**config.mk**
```make
export PLATFORM = sky130hd
export DESIGN_NAME = mpg_gpio
export DESIGN_NICKNAME = d
export VERILOG_FILES = /design/src/hdl/mpg_pkg.sv /design/src/hdl/mpg_gpio.sv
export VERILOG_INCLUDE_DIRS = /design/src /design/src/hdl
export SDC_FILE = /design/constraint.sdc
export NUM_CORES = 1
export LEC_CHECK = 0
export BUFFER_PORTS_ARGS = -buffer_cell sky130_fd_sc_hd__buf_2
export CORE_ASPECT_RATIO = 0.6
export CORE_MARGIN = 2
export CORE_UTILIZATION = 61
export CTS_BUF_LIST = sky130_fd_sc_hd__clkbuf_4 sky130_fd_sc_hd__clkbuf_8
export DETAILED_ROUTE_END_ITERATION = 10
export GPL_TIMING_DRIVEN = 0
export PLACE_DENSITY_LB_ADDON = 0.12
export SETUP_SLACK_MARGIN = 0.4
export SLEW_MARGIN = 20
export SYNTH_ARGS = -nofsm -noshare
export SYNTH_HDL_FRONTEND = slang
export SYNTH_SLANG_ARGS = --single-unit
```
**constraint.sdc**
```tcl
create_clock -name aclk -period 3.4 [get_ports aclk]
set_clock_uncertainty 0.1 [all_clocks]
set_input_delay 0.85 -clock aclk [delete_from_list [all_inputs] [get_ports aclk]]
set_output_delay 0.85 -clock aclk [all_outputs]
set_load 0.05 [all_outputs]
```
**src/hdl/mpg_cfg.svh**
```systemverilog
// Register indices, byte addresses, field positions and reset values of the port block
`ifndef MPG_CFG_SVH
`define MPG_CFG_SVH
`define MPG_AW 12
`define MPG_IDX_C_DATA 6'h02
`define MPG_IDX_D_DATA 6'h03
`define MPG_IDX_E_DATA 6'h08
`define MPG_IDX_C_DIR 6'h10
`define MPG_IDX_D_DIR 6'h11
`define MPG_IDX_E_DIR 6'h12
`define MPG_IDX_C_PU 6'h13
`define MPG_IDX_D_PU 6'h14
`define MPG_IDX_CTRL 6'h15
`define MPG_BA_C_DATA {4'h0, `MPG_IDX_C_DATA, 2'b00}
`define MPG_BA_D_DATA {4'h0, `MPG_IDX_D_DATA, 2'b00}
`define MPG_BA_E_DATA {4'h0, `MPG_IDX_E_DATA, 2'b00}
`define MPG_BA_C_DIR {4'h0, `MPG_IDX_C_DIR, 2'b00}
`define MPG_BA_D_DIR {4'h0, `MPG_IDX_D_DIR, 2'b00}
`define MPG_BA_E_DIR {4'h0, `MPG_IDX_E_DIR, 2'b00}
`define MPG_BA_C_PU {4'h0, `MPG_IDX_C_PU, 2'b00}
`define MPG_BA_D_PU {4'h0, `MPG_IDX_D_PU, 2'b00}
`define MPG_BA_CTRL {4'h0, `MPG_IDX_CTRL, 2'b00}
`define MPG_CTRL_SPE 0
`define MPG_CTRL_SERIAL_PERIPHERAL_MASTER_SELECT 1
`define MPG_CTRL_ASYNC 2
`define MPG_CTRL_ELS0_LO 3
`define MPG_CTRL_ELS0_HI 4
`define MPG_CTRL_ELS1_LO 5
`define MPG_CTRL_ELS1_HI 6
`define MPG_CTRL_OSC_OUT 7
`define MPG_CTRL_OSC_IN 8
`define MPG_CTRL_CLKGEN 9
`define MPG_DIR7_RST 7'h00
`define MPG_DIR8_RST 8'h00
`define MPG_DIR5_RST 5'h00
`define MPG_PU7_RST 7'h00
`define MPG_PU8_RST 8'h00
`define MPG_CTRL_RST 10'h000
`define MPG_RESP_OKAY 2'h0
`define MPG_RESP_SLVERR 2'h2
`endif

```
**src/hdl/mpg_pkg.sv**
```systemverilog
// Types shared by the port block and its users
package mpg_pkg;
  typedef struct packed {
    logic [4:0] e;
    logic [7:0] d;
    logic [6:0] c;
  } mpg_pin_in_t;
  typedef struct packed {
    logic [7:0] d_out;
    logic [7:0] d_oe;
    logic [4:0] e_out;
    logic [4:0] e_oe;
  } mpg_alt_t;
  typedef struct packed {
    logic [6:0] c_out;
    logic [6:0] c_oe;
    logic [6:0] c_pu;
    logic [7:0] d_out;
    logic [7:0] d_oe;
    logic [7:0] d_pu;
    logic [4:0] e_out;
    logic [4:0] e_oe;
  } mpg_pin_drive_t;
  typedef struct packed {
    logic aw_rdy;
    logic w_rdy;
    logic ar_rdy;
    logic aw_hold;
    logic w_hold;
    logic [11:0] aw_addr;
    logic [31:0] w_data;
    logic w_strb0;
    logic bvalid;
    logic [1:0] bresp;
    logic rvalid;
    logic [1:0] rresp;
    logic [31:0] rdata;
    logic [6:0] c_latch;
    logic [6:0] c_dir;
    logic [6:0] c_pu;
    logic [7:0] d_latch;
    logic [7:0] d_dir;
    logic [7:0] d_pu;
    logic [4:0] e_latch;
    logic [4:0] e_dir;
    logic [9:0] ctrl;
    logic [19:0] sy1;
    logic [19:0] sy2;
    logic [19:0] sy3;
    logic [19:0] filt;
    mpg_pin_drive_t drive;
  } mpg_state_t;
endpackage : mpg_pkg

```
**src/hdl/mpg_gpio.sv**
```systemverilog
// Three-port pin logic with peripheral hand-over, reached over AXI4-Lite
// Function
// - Third-port pull-up bit one connects, zero disconnects
// - Pull-up only on input, off when output
// - Fourth port has eight pull-up enable bits
// - Fourth and fifth latches survive reset
// - Direction one drives pin; reset clears fourth
// - Reset clears fifth-port direction bits
// - Fourth-port read: latch if output, else pin
// - Fifth-port read: latch if output, else pin
// - Data writes with lane 0 strobe update latch, except oscillator-owned fifth-port bits
// - Timer edge/level bits claim shared pins
// - Serial clock pin is GPIO when disabled
// - MOSI and MISO are GPIO when disabled
// - Slave select GPIO when disabled or master
// - Serial-owned pins: direction only steers reads
// - Enabled slave select ignores its direction bit
// - Fifth bits 3 and 4 become oscillator pins
// - Oscillator pins ignore writes, read as zero
// - Receive pin is GPIO when async disabled
// - Transmit pin is GPIO when async disabled
// - Async-owned pins: direction only steers reads
// - Third-port read: latch if output, else pin
`include "mpg_cfg.svh"
module mpg_gpio
  import mpg_pkg::*;
(
  input wire logic aclk,
  input wire logic aresetn,
  input wire logic [11:0] awaddr,
  input wire logic awvalid,
  output logic awready,
  input wire logic [31:0] wdata,
  input wire logic [3:0] wstrb,
  input wire logic wvalid,
  output logic wready,
  output logic [1:0] bresp,
  output logic bvalid,
  input wire logic bready,
  input wire logic [11:0] araddr,
  input wire logic arvalid,
  output logic arready,
  output logic [31:0] rdata,
  output logic [1:0] rresp,
  output logic rvalid,
  input wire logic rready,
  input wire mpg_pin_in_t pins_in,
  input wire mpg_alt_t alt_drive,
  output mpg_pin_drive_t pin_drive,
  output mpg_pin_in_t pin_levels
);

  mpg_state_t st_reg;
  mpg_state_t st_next;
  logic [6:0] lvl_c;
  logic [7:0] lvl_d;
  logic [4:0] lvl_e;
  logic [7:0] d_own;
  logic [4:0] e_own;
  logic [4:0] e_osc;
  logic [7:0] d_oe_eff;
  logic [7:0] d_val_eff;
  logic [4:0] e_oe_eff;
  logic [4:0] e_val_eff;
  logic [7:0] wd8;
  logic wr_commit;
  logic d_wr_seen;

  // Filtered pin levels per port
  assign lvl_c = st_reg.filt[6:0];
  assign lvl_d = st_reg.filt[14:7];
  assign lvl_e = st_reg.filt[19:15];
  assign wd8 = st_reg.w_data[7:0];
  assign wr_commit = st_reg.aw_hold && st_reg.w_hold && !st_reg.bvalid;

  // Which pins belong to a peripheral
  assign d_own[7] = |st_reg.ctrl[`MPG_CTRL_ELS1_HI:`MPG_CTRL_ELS1_LO];
  assign d_own[6] = |st_reg.ctrl[`MPG_CTRL_ELS0_HI:`MPG_CTRL_ELS0_LO];
  assign d_own[5:4] = 2'h0;
  assign d_own[3] = st_reg.ctrl[`MPG_CTRL_SPE];
  assign d_own[2:1] = {2{st_reg.ctrl[`MPG_CTRL_SPE]}};
  assign d_own[0] = st_reg.ctrl[`MPG_CTRL_SPE] && !st_reg.ctrl[`MPG_CTRL_SERIAL_PERIPHERAL_MASTER_SELECT];
  assign e_osc[4] = st_reg.ctrl[`MPG_CTRL_OSC_IN] && st_reg.ctrl[`MPG_CTRL_CLKGEN];
  assign e_osc[3] = st_reg.ctrl[`MPG_CTRL_OSC_OUT] && st_reg.ctrl[`MPG_CTRL_CLKGEN];
  assign e_osc[2:0] = 3'h0;
  assign e_own[4:3] = e_osc[4:3];
  assign e_own[2] = 1'b0;
  assign e_own[1] = st_reg.ctrl[`MPG_CTRL_ASYNC];
  assign e_own[0] = st_reg.ctrl[`MPG_CTRL_ASYNC];

  // Owned pins follow the peripheral, oscillator pins a fixed enable (bit 3 driven, bit 4 not), others their direction bit
  assign d_oe_eff = (d_own & alt_drive.d_oe) | (~d_own & st_reg.d_dir);
  assign d_val_eff = (d_own & alt_drive.d_out) | (~d_own & st_reg.d_latch);
  assign e_oe_eff = (e_own & ~e_osc & alt_drive.e_oe) | (e_osc & 5'h08) | (~e_own & st_reg.e_dir);
  assign e_val_eff = (e_own & alt_drive.e_out) | (~e_own & st_reg.e_latch);

  // Register read decode: returns hit flag above the data word
  function automatic logic [32:0] read_reg(input logic [11:0] addr);
    logic [32:0] res;
    res = 33'h000000000;
    case (addr)
      `MPG_BA_C_DATA: res = {1'b1, 25'h0, (st_reg.c_dir & st_reg.c_latch) | (~st_reg.c_dir & lvl_c)};
      `MPG_BA_D_DATA: res = {1'b1, 24'h0, (st_reg.d_dir & st_reg.d_latch) | (~st_reg.d_dir & lvl_d)};
      `MPG_BA_E_DATA: res = {1'b1, 27'h0, ((st_reg.e_dir & st_reg.e_latch) | (~st_reg.e_dir & lvl_e)) & ~e_osc};
      `MPG_BA_C_DIR: res = {1'b1, 25'h0, st_reg.c_dir};
      `MPG_BA_D_DIR: res = {1'b1, 24'h0, st_reg.d_dir};
      `MPG_BA_E_DIR: res = {1'b1, 27'h0, st_reg.e_dir};
      `MPG_BA_C_PU: res = {1'b1, 25'h0, st_reg.c_pu};
      `MPG_BA_D_PU: res = {1'b1, 24'h0, st_reg.d_pu};
      `MPG_BA_CTRL: res = {1'b1, 22'h0, st_reg.ctrl};
      default: res = 33'h000000000;
    endcase
    return res;
  endfunction : read_reg

  // Next state: synchronisers, bus slave, registers and pin drive
  always_comb begin
    logic [32:0] rd;
    logic hit;
    rd = read_reg(araddr);
    hit = 1'b0;
    st_next = st_reg;
    // Three-stage sampling; a change counts when stages two and three agree
    st_next.sy1 = pins_in;
    st_next.sy2 = st_reg.sy1;
    st_next.sy3 = st_reg.sy2;
    st_next.filt = (~(st_reg.sy2 ^ st_reg.sy3) & st_reg.sy3) | ((st_reg.sy2 ^ st_reg.sy3) & st_reg.filt);
    // Write address and data are taken independently
    if (awvalid && st_reg.aw_rdy) begin
      st_next.aw_addr = awaddr;
      st_next.aw_hold = 1'b1;
      st_next.aw_rdy = 1'b0;
    end
    if (wvalid && st_reg.w_rdy) begin
      st_next.w_data = wdata;
      st_next.w_strb0 = wstrb[0];
      st_next.w_hold = 1'b1;
      st_next.w_rdy = 1'b0;
    end
    // Commit once both halves are held
    if (wr_commit) begin
      st_next.aw_hold = 1'b0;
      st_next.w_hold = 1'b0;
      st_next.bvalid = 1'b1;
      st_next.bresp = `MPG_RESP_OKAY;
      case (st_reg.aw_addr)
        `MPG_BA_C_DATA: begin
          if (st_reg.w_strb0) st_next.c_latch = wd8[6:0];
        end
        `MPG_BA_D_DATA: begin
          if (st_reg.w_strb0) st_next.d_latch = wd8;
        end
        `MPG_BA_E_DATA: begin
          if (st_reg.w_strb0) st_next.e_latch = (wd8[4:0] & ~e_osc) | (st_reg.e_latch & e_osc);
        end
        `MPG_BA_C_DIR: begin
          if (st_reg.w_strb0) st_next.c_dir = wd8[6:0];
        end
        `MPG_BA_D_DIR: begin
          if (st_reg.w_strb0) st_next.d_dir = wd8;
        end
        `MPG_BA_E_DIR: begin
          if (st_reg.w_strb0) st_next.e_dir = wd8[4:0];
        end
        `MPG_BA_C_PU: begin
          if (st_reg.w_strb0) st_next.c_pu = wd8[6:0];
        end
        `MPG_BA_D_PU: begin
          if (st_reg.w_strb0) st_next.d_pu = wd8;
        end
        `MPG_BA_CTRL: begin
          if (st_reg.w_strb0) st_next.ctrl[7:0] = wd8;
          if (wstrb_hi_q(st_reg.w_data)) st_next.ctrl[9:8] = st_reg.w_data[9:8];
        end
        default: st_next.bresp = `MPG_RESP_SLVERR;
      endcase
    end
    // Write response handshake re-opens both channels
    if (st_reg.bvalid && bready) begin
      st_next.bvalid = 1'b0;
      st_next.aw_rdy = 1'b1;
      st_next.w_rdy = 1'b1;
    end
    // Read: data captured at the address handshake
    if (arvalid && st_reg.ar_rdy) begin
      hit = rd[32];
      st_next.rdata = rd[31:0];
      st_next.rresp = hit ? `MPG_RESP_OKAY : `MPG_RESP_SLVERR;
      st_next.rvalid = 1'b1;
      st_next.ar_rdy = 1'b0;
    end
    if (st_reg.rvalid && rready) begin
      st_next.rvalid = 1'b0;
      st_next.ar_rdy = 1'b1;
    end
    // Pin drive, pull-ups only where the pin is not driven
    st_next.drive.c_oe = st_reg.c_dir;
    st_next.drive.c_out = st_reg.c_dir & st_reg.c_latch;
    st_next.drive.c_pu = st_reg.c_pu & ~st_reg.c_dir;
    st_next.drive.d_oe = d_oe_eff;
    st_next.drive.d_out = d_oe_eff & d_val_eff;
    st_next.drive.d_pu = st_reg.d_pu & ~d_oe_eff;
    st_next.drive.e_oe = e_oe_eff;
    st_next.drive.e_out = e_oe_eff & e_val_eff;
    // Synchronous reset; the data latches are left as they are
    if (!aresetn) begin
      st_next.aw_rdy = 1'b1;
      st_next.w_rdy = 1'b1;
      st_next.ar_rdy = 1'b1;
      st_next.aw_hold = 1'b0;
      st_next.w_hold = 1'b0;
      st_next.aw_addr = 12'h000;
      st_next.w_data = 32'h00000000;
      st_next.w_strb0 = 1'b0;
      st_next.bvalid = 1'b0;
      st_next.bresp = `MPG_RESP_OKAY;
      st_next.rvalid = 1'b0;
      st_next.rresp = `MPG_RESP_OKAY;
      st_next.rdata = 32'h00000000;
      st_next.c_latch = st_reg.c_latch;
      st_next.d_latch = st_reg.d_latch;
      st_next.e_latch = st_reg.e_latch;
      st_next.c_dir = `MPG_DIR7_RST;
      st_next.d_dir = `MPG_DIR8_RST;
      st_next.e_dir = `MPG_DIR5_RST;
      st_next.c_pu = `MPG_PU7_RST;
      st_next.d_pu = `MPG_PU8_RST;
      st_next.ctrl = `MPG_CTRL_RST;
      st_next.sy1 = 20'h00000;
      st_next.sy2 = 20'h00000;
      st_next.sy3 = 20'h00000;
      st_next.filt = 20'h00000;
      st_next.drive = '0;
    end
  end

  // Upper control bits are written only with lane 0 enabled and data bits 31:10 all zero
  function automatic logic wstrb_hi_q(input logic [31:0] unused_data);
    return st_reg.w_strb0 && (unused_data[31:10] == 22'h000000);
  endfunction : wstrb_hi_q

  // State register
  always_ff @(posedge aclk) begin
    st_reg <= st_next;
  end

  // Check helper: fourth-port latch holds a known value once written; never reset
  always_ff @(posedge aclk) begin
    if (wr_commit && st_reg.aw_addr == `MPG_BA_D_DATA && st_reg.w_strb0) begin
      d_wr_seen <= 1'b1;
    end
  end

  // Outputs straight from the state flops
  assign awready = st_reg.aw_rdy;
  assign wready = st_reg.w_rdy;
  assign bvalid = st_reg.bvalid;
  assign bresp = st_reg.bresp;
  assign arready = st_reg.ar_rdy;
  assign rvalid = st_reg.rvalid;
  assign rresp = st_reg.rresp;
  assign rdata = st_reg.rdata;
  assign pin_drive = st_reg.drive;
  assign pin_levels = mpg_pin_in_t'(st_reg.filt);
endmodule : mpg_gpio

```
==> results of run 1 <==
==> layer usage <==
layer | part of all wire, % | global-route usage [%] | wire, um | vias to the layer above
met5 | 0 | 0 | 0 | -
met4 | 1.1 | 5.83 | 304 | 0
met3 | 9.5 | 6.76 | 2710 | 30
met2 | 41 | 44.1 | 11800 | 339
met1 | 48 | 47.0 | 13800 | 3854
li1 | - | - | - | 3959
==> kinds of logic (layout without fill, tap and decap cells) <==
logic type | Yosys count | in the layout
multiplexers | 90 | 90
AO/OA/AOI/OAI | 154 | 154
AND/OR/NAND/NOR | 381 | 381
other | 1 | 25
buffers and inverters | 161 | 418
flip-flops | 264 | 264
==> worst max-delay path: stages <==
cell,delay (ps)
buf_2,90
or4_4,550
buf_6,170
nor4_2,750
a222oi_1,270
a31oi_1,320
o21a_1,160
==> layout make-up <==
class                   count  area, um2
diodes                      1       2.50
plain buffers             158       1020
clock buffers              64        787
clock inverters             3       42.5
fillers                  1244       4270
inverters                   3       11.3
multi-input cells         649       4260
flip-flops and latches    264       5490
well taps                 234        293
repair buffers            190        951
==> power by group through the flow <==
stage          sequential (mW)  combinational, mW  clock [mW]
2_1_floorplan             3.31              0.268           0
5_1_grt                   3.26              0.462        2.85
3_3_place_gp              3.32              0.415           0
4_1_cts                   3.25              0.422        2.71
6_report                  3.25              0.426        2.68
3_5_place_dp              3.32              0.420           0
==> synthesized netlist by cell type, types with 6 or more instances <==
library cell  count
a21boi_0         72
a21oi_1          10
a22oi_1           6
a31oi_1           6
and2_1           81
and3_1           18
and3b_1          11
buf_4           112
clkbuf_1         43
dfxtp_1         244
edfxtp_1         20
mux2_2           22
mux2i_1          67
nand2_1         128
nand3_1           8
nor2_1           16
nor2b_1          66
nor4_1           10
o21ai_0          33
==> worst paths after layout <==
path                 end         from  slack (ps)  depth (start not counted)
max             rdata[2]   araddr[11]         580                          7
min          st_reg[112]  st_reg[132]         330                          1
max reg2reg  st_reg[186]  st_reg[282]         970                          5
min reg2reg  st_reg[112]  st_reg[132]         330                          1
==> metrics by stage <==
| step | total power [mW] | hold slack (ps) |
|---|---|---|
| finish | 6.36 | 330 |
| global route | 6.58 | 341 |
| CTS | 6.38 | 334 |
| detailed placement | 3.74 | 318 |
| global placement | 3.73 | 314 |
| floorplan | 3.58 | 312 |
==> impl_metrics.ini, run 1 <==
[run_status]
status = complete, no violations

[sta]
setup_violations = 0
rsz0062_at_grt = false
slew_headroom_pct = 22.5
setup_ws_ps = 582
fin_crit_sh_pct = 82.9
finalMaxSlewViolations = 0
setup_tns_ps = 0
worst_pin_slew_ps = 1150
post-route-min-period_ps = 2820
hold_viol_final = 0
max_clock_freq_mhz = 355

[setup_path]
start_kind = input pin
crit_path_max_fanout = 10
worstPathRequired_ps = 3760
criticalPathCategory = input pin to register
cp.arrival_ps = 3180
endpoint_kind = register

[placement]
numPortBuffers = 190
hpwl_um = 21300
pre_cts_ws_ps = 151
dp.cells = 1498
place_area_mm2 = 0.0120
gp_congestion = 1.02

[hold_path]
hp-class = register to register

[power_and_ir_drop]
ir_drop_v = 0.000374
pwr-share-seq_pct = 51.1
power_frac_comb_pct = 6.7
powerDensity_mw_per_mm2 = 495
switching_share_pct = 23.2
clkPwrFrac_pct = 42.2
power_leakage_nw = 5.55
p_int_mw = 4.88
switchingPower_mw = 1.48

[yosys]
syn_area_mm2 = 0.0107
postSynthCellCount = 1051
synth_compound_area_share_pct = 10.0
synth-xor-area-share_pct = 0
synth_top_cells_by_area = dfxtp_1, buf_4, mux2i_1
synth.mux.area_fraction_pct = 8.80
yosys_most_used_dff = dfxtp_1
synth-seq-area-share_pct = 51.3
synthSimpleGateAreaFrac_pct = 20.2
synth_top_family_by_area = simple AND/OR/NAND/NOR gates
synth.distinct_cells = 63
synth_adder_area_share_pct = 0
asyncSetResetFlopFracSynth_pct = 0
synth_top_area_share_pct = 45.7
yosys_warnings = 0
avgSynthCellArea_um2 = 10.2
synth_top_area_cell = dfxtp_1
ys_seq_elements = 264
synth-edff-count = 20

[cts]
h-tree-depth = 2
clock-sinks = 264
cts_buffers = 37
clk_path_buf_depth = 3
cts.repair.resized = 0
postCtsHoldBufs = 0
postCtsSetupBuffers = 0
clk_latency_ps = 510
cts_tree = built
path_clk_slew_ps = 70
clockRootBuffer = clkbuf_8

[cells_and_area]
final_nets = 1416
design_area_mm2 = 0.0129
drive_gt1_share_pct = 31.2
post-route-util_pct = 75.1
largest_reg_flops = 168
final_cells = 1566
area_growth_pct = 20.2
final_common_cell = dfxtp_1
mostFrequentLayoutCells = dfxtp_1, buf_2, nand2_1, buf_4, and2_1

[global_routing]
antenna_found_initial = 1
grt_overflow = 0
grt_pass1_vias = 7636
grt_pass1_wl_um = 43200
grt_use_total_pct = 30.6
grt_max_degree = 11

[die]
rows = 37
core_mm2 = 0.0171
ios = 229
die_height_um = 107
dieArea_mm2 = 0.0186
die_w_um = 175
start_util_pct = 62.4

[route]
num_vias = 8182
wl_um = 28600
wire_per_inst_um = 18.2
vias_per_cell = 5.22
drtIter0Drc = 603
drc_errors = 0
dr.pass1.iters = 5
ant_nets = 0

[run]
drv_cap = 0
Note: power is estimated with default switching activity, not from simulation.
==> run 2, diff against run 1 <==
--- a/config.mk
+++ b/config.mk
@@ -9,7 +9,7 @@
 export BUFFER_PORTS_ARGS = -buffer_cell sky130_fd_sc_hd__buf_2
 export CORE_ASPECT_RATIO = 0.6
 export CORE_MARGIN = 2
-export CORE_UTILIZATION = 61
+export CORE_UTILIZATION = 56
 export CTS_BUF_LIST = sky130_fd_sc_hd__clkbuf_4 sky130_fd_sc_hd__clkbuf_8
 export DETAILED_ROUTE_END_ITERATION = 10
 export GPL_TIMING_DRIVEN = 0
==> constraint.sdc (replaced) <==
create_clock -name aclk -period 2.9 [get_ports aclk]
set_clock_uncertainty 0.1 [all_clocks]
set_input_delay 0.725 -clock aclk [delete_from_list [all_inputs] [get_ports aclk]]
set_output_delay 0.725 -clock aclk [all_outputs]
set_load 0.05 [all_outputs]
==> impl_metrics.ini, run 2 (same netlist as run 1, synthesis figures left out) <==
[run_status]
status = complete, no violations

[route]
vias_per_cell = 5.18
wl_um = 28700
dr.pass1.iters = 5
num_vias = 8172
ant_nets = 0
drtIter0Drc = 605
drc_errors = 0
wire_per_inst_um = 18.2

[sta]
fin_crit_sh_pct = 84.8
slew_headroom_pct = 37.6
setup_violations = 0
hold_viol_final = 0
worst_pin_slew_ps = 929
rsz0062_at_grt = true
setup_ws_ps = 441
finalMaxSlewViolations = 0
max_clock_freq_mhz = 407
setup_tns_ps = 0
post-route-min-period_ps = 2460
holdWs_ps = 318

[cells_and_area]
final_cells = 1578
drive_gt1_share_pct = 31.3
largest_reg_flops = 168
final_common_cell = dfxtp_1
multi_input_area_mm2 = 0.00429
final_nets = 1417
post-route-util_pct = 68.2
area_growth_pct = 20.4
fill_cells = 1527
mostFrequentLayoutCells = dfxtp_1, buf_2, nand2_1, buf_4, and2_1
design_area_mm2 = 0.0129
seq_area_mm2 = 0.00549

[cts]
cts_tree = built
clockRootBuffer = clkbuf_8
clk_latency_ps = 520
clock-sinks = 264
clk_path_buf_depth = 3
cts_buffers = 38
path_clk_slew_ps = 60
postCtsSetupBuffers = 0
h-tree-depth = 2
postCtsHoldBufs = 0

[placement]
gp_congestion = 0.956
place_area_mm2 = 0.0120
dp.cells = 1510
hpwl_um = 21500
pre_cts_ws_ps = -219
numPortBuffers = 190

[setup_path]
crit_path_max_fanout = 10
worstPathRequired_ps = 3240
rr_startpoint = st_reg[282]
criticalPathCategory = input pin to register
cp.arrival_ps = 2800
endpoint_kind = register
r2r_end = st_reg[183]
start_kind = input pin
ff2ff_path_depth = 5
rrSetupSlack_ps = 480

[global_routing]
grt_max_degree = 11
grt_pass1_wl_um = 43400
antenna_found_initial = 1
grt_use_total_pct = 28.2
grt_pass1_vias = 7694
grt_overflow = 0

[die]
core_mm2 = 0.0189
dieArea_mm2 = 0.0203
die_w_um = 182
die_height_um = 111
rows = 39
start_util_pct = 56.6
ios = 229

[hold_path]
hp-start = pins_in[10]
hp-class = input pin to register
min_delay_path_depth = 2
min_to = st_reg[125]

[power_and_ir_drop]
power_leakage_nw = 5.55
totalPowerFinal_mw = 7.37
ir_drop_v = 0.000451
powerDensity_mw_per_mm2 = 572

[run]
drv_cap = 0
==> run 2: metal layers <==
metal	vias up	track usage, %	wire length, um
li1	3963	-	-
met4	0	5.81	413
met2	328	39.9	11400
met1	3842	44.2	14700
met3	39	5.45	2150
met5	-	0	0
==> run 2: worst max-delay path: stages <==
cell	delay [ps]
buf_2	130
buf_2	220
nand2b_1	170
a2111oi_0	720
o211ai_1	310
a31oi_1	370
o21a_1	160
==> run 2: cell type report <==
cell class              instances  share of cell area [%]
clock inverters                 1                  0.0583
diodes                          2                  0.0389
flip-flops and latches        264                    42.6
inverters                       3                  0.0874
repair buffers                190                    7.38
plain buffers                 158                    7.94
well taps                     246                    2.39
multi-input cells             649                    33.3
clock buffers                  65                    6.17
==> run 2: worst max-delay path by stage <==
stage	from	slack, ps	endpoint
2_1_floorplan	araddr[11]	440	rdata[4]
3_3_place_gp	araddr[11]	-200	rdata[0]
3_5_place_dp	araddr[11]	-220	rdata[0]
4_1_cts	araddr[11]	460	rdata[0]
5_1_grt	st_reg[282]	390	st_reg[190]
6_report	araddr[3]	440	rdata[0]
==> run 2: report_power, final <==
part,internal [mW],leakage (nW),switching (mW),total (mW)
Sequential,3.75,2.19,0.0651,3.81
Clock,1.71,0.426,1.34,3.05
Combinational,0.183,2.94,0.324,0.506
Total,5.65,5.55,1.73,7.37
==> run 2: timing repair <==
action / CTS / global route
pin swaps: 0 / 2
gates cloned: 0 / 0
endpoints found under the setup margin: 3 / 16
gates resized for setup: 2 / 2
